**config.mk**
```make
export PLATFORM = sky130hd
export DESIGN_NAME = udt_timer
export DESIGN_NICKNAME = d
export VERILOG_FILES = /design/src/hdl/udt_pkg.sv /design/src/hdl/udt_timer.sv
export SDC_FILE = /design/constraint.sdc
export NUM_CORES = 1
export LEC_CHECK = 0
export BUFFER_PORTS_ARGS = -buffer_cell sky130_fd_sc_hd__buf_2
export CORE_ASPECT_RATIO = 0.6
export CORE_MARGIN = 2
export CORE_UTILIZATION = 45
export DETAILED_ROUTE_END_ITERATION = 16
export PLACE_DENSITY_LB_ADDON = 0.12
export SYNTH_ARGS = -nofsm -noshare
export SYNTH_HDL_FRONTEND = slang
export SYNTH_SLANG_ARGS = --single-unit
```
**constraint.sdc**
```tcl
create_clock -name pclk -period 3.7 [get_ports pclk]
set_input_delay 0.185 -clock pclk [delete_from_list [all_inputs] [get_ports pclk]]
set_output_delay 0.185 -clock pclk [all_outputs]
set_load 0.005 [all_outputs]
```
**src/hdl/udt_pkg.sv**
```systemverilog
// Constants for the 8-bit up/down reload timer: register map, field
// positions, reset values and prescaler divisors.
// Assumes a 32-bit APB with one aligned word per register.
package udt_pkg;

	// ----------------------------------------------------------------
	// Register indices (byte address is four times the index)
	// ----------------------------------------------------------------
	localparam logic [1:0] UDT_IDX_MODE = 2'h0;
	localparam logic [1:0] UDT_IDX_COUNT = 2'h1;
	localparam logic [1:0] UDT_IDX_IRQ = 2'h2;
	localparam int UDT_ADDR_W = 4;

	// ----------------------------------------------------------------
	// Mode register fields
	// ----------------------------------------------------------------
	localparam int UDT_MODE_RELOAD_BIT = 7;
	localparam int UDT_MODE_HWDIR_BIT = 6;
	localparam int UDT_MODE_SWDIR_BIT = 5;
	localparam logic [7:0] UDT_MODE_RSVD_MASK = 8'h18;
	localparam logic [7:0] UDT_MODE_RESET = 8'h18;
	localparam logic [2:0] UDT_SRC_EXTERNAL = 3'h7;

	// ----------------------------------------------------------------
	// Interrupt register fields
	// ----------------------------------------------------------------
	localparam int UDT_IRQ_FLAG_BIT = 0;
	localparam int UDT_IRQ_ENABLE_BIT = 1;
	localparam int UDT_IRQ_EDGE_BIT = 2;

	// ----------------------------------------------------------------
	// Counter and load reset values
	// ----------------------------------------------------------------
	localparam logic [7:0] UDT_COUNT_RESET = 8'h00;
	localparam logic [7:0] UDT_LOAD_RESET = 8'h00;
	localparam logic [7:0] UDT_COUNT_MAX = 8'hff;
	localparam logic [7:0] UDT_COUNT_MIN = 8'h00;

	// ----------------------------------------------------------------
	// Prescaler taps, as divisor minus one
	// ----------------------------------------------------------------
	localparam int UDT_PRE_W = 13;
	localparam logic [12:0] UDT_DIV_8192 = 13'h1fff;
	localparam logic [12:0] UDT_DIV_2048 = 13'h07ff;
	localparam logic [12:0] UDT_DIV_512 = 13'h01ff;
	localparam logic [12:0] UDT_DIV_256 = 13'h00ff;
	localparam logic [12:0] UDT_DIV_128 = 13'h007f;
	localparam logic [12:0] UDT_DIV_32 = 13'h001f;
	localparam logic [12:0] UDT_DIV_8 = 13'h0007;

	typedef enum logic [2:0] {
		UDT_SRC_D8192,
		UDT_SRC_D2048,
		UDT_SRC_D512,
		UDT_SRC_D256,
		UDT_SRC_D128,
		UDT_SRC_D32,
		UDT_SRC_D8,
		UDT_SRC_EXT
	} udt_src_type;

endpackage : udt_pkg

```
**src/hdl/udt_timer.sv**
```systemverilog
// 8-bit up/down timer with interval and auto-reload modes, APB slave.
// Assumes APB master on pclk; event and direction pins are asynchronous.
//
// Summary of operation
// - Mode bit: 0 interval, 1 auto-reload; resets to interval.
// - With hardware direction off, software bit picks up (0) or down (1).
// - With hardware direction on, pin high counts down, low counts up.
// - Mode bits 4 and 3 read as one; writes ignored.
// - Source codes 001..110 pick divide 2048..8; 111 picks event pin edges.
// - Source code 000, the reset value, picks divide by 8192.
// - Event edge polarity follows the edge-select bit in the interrupt register.
// - Eight-bit counter steps by one per selected input pulse.
// - Counter value changes from the bus only through load writes; reads never disturb counting.
// - Overflow past ff or underflow past 00 sets the wrap flag.
// - Interrupt requested while flag set and enable is one.
// - Interval mode wraps to 00 or ff and keeps direction.
// - Writing load value also loads the counter at once.
// - Auto-reload mode reloads the load value on every wrap.
// - Counter and load share one address: read counter, write load.
// - Reset gives counter 00, load 00, mode 18.
//
// The APB register port and the address map were left to the implementer.
`timescale 1ns/100ps
`default_nettype none

module udt_timer (
	// Clock, reset and freeze
	input wire logic pclk,
	input wire logic presetn,
	input wire logic clk_en,
	// APB slave
	input wire logic psel,
	input wire logic penable,
	input wire logic pwrite,
	input wire logic [udt_pkg::UDT_ADDR_W-1:0] paddr,
	input wire logic [31:0] pwdata,
	input wire logic [3:0] pstrb,
	output logic [31:0] prdata,
	output logic pready,
	output logic pslverr,
	// Pins
	input wire logic event_input_pin,
	input wire logic direction_pin,
	// Interrupt request
	output logic wrap_irq_req
);
	import udt_pkg::*;

	// ----------------------------------------------------------------
	// Registers
	// ----------------------------------------------------------------
	logic [7:0] mode_r;
	logic [7:0] count_r;
	logic [7:0] load_r;
	logic flag_r;
	logic enable_r;
	logic edge_sel_r;
	logic [UDT_PRE_W-1:0] pre_r;
	logic ev_s1_r;
	logic ev_s2_r;
	logic ev_s3_r;
	logic dir_s1_r;
	logic dir_s2_r;
	logic irq_r;

	// ----------------------------------------------------------------
	// Bus decode
	// ----------------------------------------------------------------
	logic [1:0] idx;
	logic addr_ok;
	logic access;
	logic wr_mode;
	logic wr_load;
	logic wr_irq;

	assign idx = paddr[3:2];
	assign addr_ok = (paddr[1:0] == 2'h0) && (idx != 2'h3);
	// Writes land on the edge that samples pready high
	assign access = psel && penable && pready;
	assign wr_mode = access && pwrite && pstrb[0] && (idx == UDT_IDX_MODE) && addr_ok;
	assign wr_load = access && pwrite && pstrb[0] && (idx == UDT_IDX_COUNT) && addr_ok;
	assign wr_irq = access && pwrite && pstrb[0] && (idx == UDT_IDX_IRQ) && addr_ok;

	// One wait state: pready rises the cycle after penable
	always_ff @(posedge pclk or negedge presetn) begin
		if (!presetn) begin
			pready <= 1'b0;
		end else if (clk_en) begin
			pready <= psel && penable && !pready;
		end
	end

	logic [7:0] rd_byte;
	always_comb begin
		rd_byte = 8'h00;
		unique case (idx)
			UDT_IDX_MODE: rd_byte = mode_r | UDT_MODE_RSVD_MASK;
			UDT_IDX_COUNT: rd_byte = count_r;
			UDT_IDX_IRQ: rd_byte = {5'h00, edge_sel_r, enable_r, flag_r};
			default: rd_byte = 8'h00;
		endcase
	end

	always_ff @(posedge pclk or negedge presetn) begin
		if (!presetn) begin
			prdata <= 32'h0000_0000;
			pslverr <= 1'b0;
		end else if (clk_en) begin
			if (psel && penable && !pready) begin
				prdata <= (addr_ok && !pwrite) ? {24'h00_0000, rd_byte} : 32'h0000_0000;
				pslverr <= !addr_ok;
			end else begin
				prdata <= 32'h0000_0000;
				pslverr <= 1'b0;
			end
		end
	end

	// ----------------------------------------------------------------
	// Mode register
	// ----------------------------------------------------------------
	always_ff @(posedge pclk or negedge presetn) begin
		if (!presetn) begin
			mode_r <= UDT_MODE_RESET;
		end else if (clk_en && wr_mode) begin
			// Reserved bits keep their fixed ones
			mode_r <= (pwdata[7:0] & ~UDT_MODE_RSVD_MASK) | UDT_MODE_RSVD_MASK;
		end
	end

	logic reload_mode;
	logic hw_direction_sel;
	logic sw_direction_bit;
	udt_src_type count_source_sel;
	assign reload_mode = mode_r[UDT_MODE_RELOAD_BIT];
	assign hw_direction_sel = mode_r[UDT_MODE_HWDIR_BIT];
	assign sw_direction_bit = mode_r[UDT_MODE_SWDIR_BIT];
	assign count_source_sel = udt_src_type'(mode_r[2:0]);

	// ----------------------------------------------------------------
	// Pin synchronisers
	// ----------------------------------------------------------------
	always_ff @(posedge pclk or negedge presetn) begin
		if (!presetn) begin
			ev_s1_r <= 1'b0;
			ev_s2_r <= 1'b0;
			ev_s3_r <= 1'b0;
		end else if (clk_en) begin
			ev_s1_r <= event_input_pin;
			ev_s2_r <= ev_s1_r;
			ev_s3_r <= ev_s2_r;
		end
	end

	always_ff @(posedge pclk or negedge presetn) begin
		if (!presetn) begin
			dir_s1_r <= 1'b0;
			dir_s2_r <= 1'b0;
		end else if (clk_en) begin
			dir_s1_r <= direction_pin;
			dir_s2_r <= dir_s1_r;
		end
	end

	// ----------------------------------------------------------------
	// Count source
	// ----------------------------------------------------------------
	always_ff @(posedge pclk or negedge presetn) begin
		if (!presetn) begin
			pre_r <= '0;
		end else if (clk_en) begin
			pre_r <= pre_r + 1'b1;
		end
	end

	logic [UDT_PRE_W-1:0] tap_mask;
	always_comb begin
		tap_mask = UDT_DIV_8192;
		unique case (count_source_sel)
			UDT_SRC_D8192: tap_mask = UDT_DIV_8192;
			UDT_SRC_D2048: tap_mask = UDT_DIV_2048;
			UDT_SRC_D512: tap_mask = UDT_DIV_512;
			UDT_SRC_D256: tap_mask = UDT_DIV_256;
			UDT_SRC_D128: tap_mask = UDT_DIV_128;
			UDT_SRC_D32: tap_mask = UDT_DIV_32;
			UDT_SRC_D8: tap_mask = UDT_DIV_8;
			UDT_SRC_EXT: tap_mask = UDT_DIV_8192;
		endcase
	end

	logic tap_tick;
	logic ev_edge;
	logic count_tick;
	// Tap fires once per divisor period, one cycle wide
	assign tap_tick = ((pre_r & tap_mask) == tap_mask);
	// Edge seen between stable second and third stages
	assign ev_edge = edge_sel_r ? (ev_s2_r && !ev_s3_r) : (!ev_s2_r && ev_s3_r);
	assign count_tick = (mode_r[2:0] == UDT_SRC_EXTERNAL) ? ev_edge : tap_tick;

	// ----------------------------------------------------------------
	// Counter
	// ----------------------------------------------------------------
	logic count_down;
	logic wrap;
	assign count_down = hw_direction_sel ? dir_s2_r : sw_direction_bit;
	assign wrap = count_tick && (count_down ? (count_r == UDT_COUNT_MIN)
		: (count_r == UDT_COUNT_MAX));

	always_ff @(posedge pclk or negedge presetn) begin
		if (!presetn) begin
			load_r <= UDT_LOAD_RESET;
		end else if (clk_en && wr_load) begin
			load_r <= pwdata[7:0];
		end
	end

	// A bus load beats a coincident count pulse
	always_ff @(posedge pclk or negedge presetn) begin
		if (!presetn) begin
			count_r <= UDT_COUNT_RESET;
		end else if (clk_en) begin
			if (wr_load) begin
				count_r <= pwdata[7:0];
			end else if (wrap && reload_mode) begin
				count_r <= load_r;
			end else if (count_tick) begin
				// Plain step also wraps ff->00 and 00->ff in interval mode
				count_r <= count_down ? count_r - 1'b1 : count_r + 1'b1;
			end
		end
	end

	// ----------------------------------------------------------------
	// Wrap flag, enable, edge select and request
	// ----------------------------------------------------------------
	always_ff @(posedge pclk or negedge presetn) begin
		if (!presetn) begin
			enable_r <= 1'b0;
			edge_sel_r <= 1'b0;
		end else if (clk_en && wr_irq) begin
			enable_r <= pwdata[UDT_IRQ_ENABLE_BIT];
			edge_sel_r <= pwdata[UDT_IRQ_EDGE_BIT];
		end
	end

	// Write one to clear; a wrap in the same cycle keeps it set
	always_ff @(posedge pclk or negedge presetn) begin
		if (!presetn) begin
			flag_r <= 1'b0;
		end else if (clk_en) begin
			if (wrap) begin
				flag_r <= 1'b1;
			end else if (wr_irq && pwdata[UDT_IRQ_FLAG_BIT]) begin
				flag_r <= 1'b0;
			end
		end
	end

	always_ff @(posedge pclk or negedge presetn) begin
		if (!presetn) begin
			irq_r <= 1'b0;
		end else if (clk_en) begin
			irq_r <= flag_r && enable_r;
		end
	end
	assign wrap_irq_req = irq_r;

endmodule : udt_timer

`default_nettype wire

```
==> out/results.ini <==
[routing]
drc=0
drtIter0Drc=152
routed_wl_mm=6.65
vias=2212
routedWlPerCell_um=15.9
ant_nets=0
drtPass1Iterations=4
via_per_inst=5.29

[setup_path]
path_max_fanout=12
critical_path_class=reg -> reg
reg2reg_depth=9
worstSetupStartpointType=flip-flop
setup.worst_path.end_class=flip-flop
reg2reg_to=count_r[4]
ff2ff_setup_slack_ns=1.08
cp.required_ns=3.90
crit_start=mode_r[1]
cp.arrival_ns=2.82
rr_startpoint=mode_r[1]

[cts]
clk_latency_ns=0.29
cts_tree=done
cts.sinks=54
root_buffer=clkbuf_16
cts_hold_buf=0
path_clk_slew_ns=0.07
clockBufferDepth=2
cts_made_buffers=5
cts_setup_buffers=0
cts_max_level=2
cts.repair.resized=0

[status]
failed_checks=negative hold slack
status=finished with violations

[global_route]
grt_max_degree=37
grt_pass1_vias=2095
grt_pass1_wl_mm=11.3
grt-ovfl-total=0
antenna_found_initial=0
grt_usage_pct=18.4

[sta]
timing.final.crit_share_pct=70.9
final-max-slew-violation-count=0
maxSlewHeadroom_pct=45.7
final.setup.tns_ns=0
fin_skew_ns=0.00350
hold_viol=35
fmax_ghz=0.381
rsz0062_at_grt=no
worstMarginPinSlew_ns=0.814
fin_crit_ns=2.62
hold_ws_ns=-0.0165
setup_viol=0

[placed_design]
gp_congestion=0.784
portBuffers=31
place_hpwl_mm=4.92
dp.cells=410

[yosys]
synth_edf_count=0
synth.distinct_cells=54
synth_seq_cells=54
yosysSeqAreaShare_pct=42.6
synthCells=298
synthArstFlopShare_pct=100
syn_avg_cell_area_um2=10.7
yosys_warnings=0
ys.flop_type=dfrtp_1
synthesis.area_um2=3170

[floorplan]
core_um2=6760
die_w_um=112
start_util_pct=46.9
die-area_um2=7760
row_count=23
io_pins=83
die_h_um=69.1

[cells_and_area]
drive_gt1_share_pct=22.7
final_nets=390
num_antenna_cells=0
layout_commonest_cell=dfrtp_1
synthToLayoutAreaGrowth_pct=9.07
final_cell_mix=54 x dfrtp_1, 31 x buf_2, 24 x conb_1
fin_cells=418

[power_and_ir_drop]
ir_drop_mv=0.249
total_leakage_power_nw=1.66
p_per_area_nw_per_um2=386

[run]
cap_violations=0

[worst_hold_path]
hold_class=in -> async

## layer usage
metal  part of all wire, %  GRT usage (%)
met1                    57           31.4
met2                    37           22.2
met3                   6.0           4.75
met4                  0.21           3.66
met5                     0              0
## power by group
| group | switching, mW | internal [mW] |
|---|---|---|
| logic | 0.0867 | 0.0776 |
| registers | 0.0505 | 0.643 |
| clock network | 0.210 | 0.269 |
| total | 0.347 | 0.989 |
## worst max-delay path: stages, from the launching register on
cell and delay, ns:
dfrtp_1 0.47, inv_1 0.07, ha_1 0.27, nand2_1 0.05
a22oi_1 0.19, a41oi_1 0.30, nor3b_1 0.49, buf_4 0.28
a211oi_1 0.09, o41ai_2 0.31
## how the worst max path moves through the flow
stage / depth (start not counted) / slack [ns] / endpoint
final: 9 / 1.08 / count_r[4]
after CTS: 9 / 1.07 / count_r[4]
after global routing: 9 / 0.82 / count_r[5]
after detailed placement: 9 / 1.11 / count_r[4]
after global placement: 9 / 1.11 / count_r[4]
after floorplan: 9 / 1.45 / count_r[6]
## stage by stage
step	util (%)	hold slack, ns	worst slack [ns]	cell area, um2	power [mW]
after floorplan	-	-0.111	1.45	3260	0.826
after global placement	49.0	0.336	1.11	3310	0.863
after detailed placement	49.0	0.334	1.11	3310	0.870
after CTS	51.2	0.0197	1.07	3460	1.34
after global routing	51.2	0.0558	0.816	3460	1.41
final	51.2	-0.0165	1.08	3460	1.34
## synth_stat cells, types with 5 or more instances
cell	n	area share, %
ha_1	11	4.3
xnor2_1	10	2.8
xor2_1	6	1.7
a211oi_1	5	1.2
nand2_1	17	2.0
nor3b_1	5	1.2
dfrtp_1	54	43
mux2i_1	8	2.5
nor3_1	7	1.1
mux2_2	20	7.1
o2bb2ai_1	8	2.2
o21ai_0	5	0.79
nor2_1	23	2.7
inv_1	10	1.2
a21oi_1	8	1.3
buf_4	24	5.7
nand3_1	9	1.4
## flip-flops by register name (all words and copies together) (netlist names), 6 cells and up
signal,count
count_r,8
pre_r,13
load_r,8
prdata,8
mode_r,6
## layout make-up
cell class,count,area [um2]
flip-flops and latches,54,1350
clock inverters,1,5.00
fillers,631,3300
multi-input cells,223,1630
inverters,11,43.8
clock buffers,7,143
well taps,87,109
repair buffers,35,185
## kinds of logic after synthesis
kind of cell | synth area share (%)
other | 0.118
adders and majority gates | 4.97
and+or+nand+nor | 13.9
muxes | 11.0
buffers and inverters | 8.95
xor gates and xnor gates | 4.41
DFF | 42.6
AOI/OAI and AO/OA | 14.1
No activity file was read; power rests on OpenSTA's default activity.
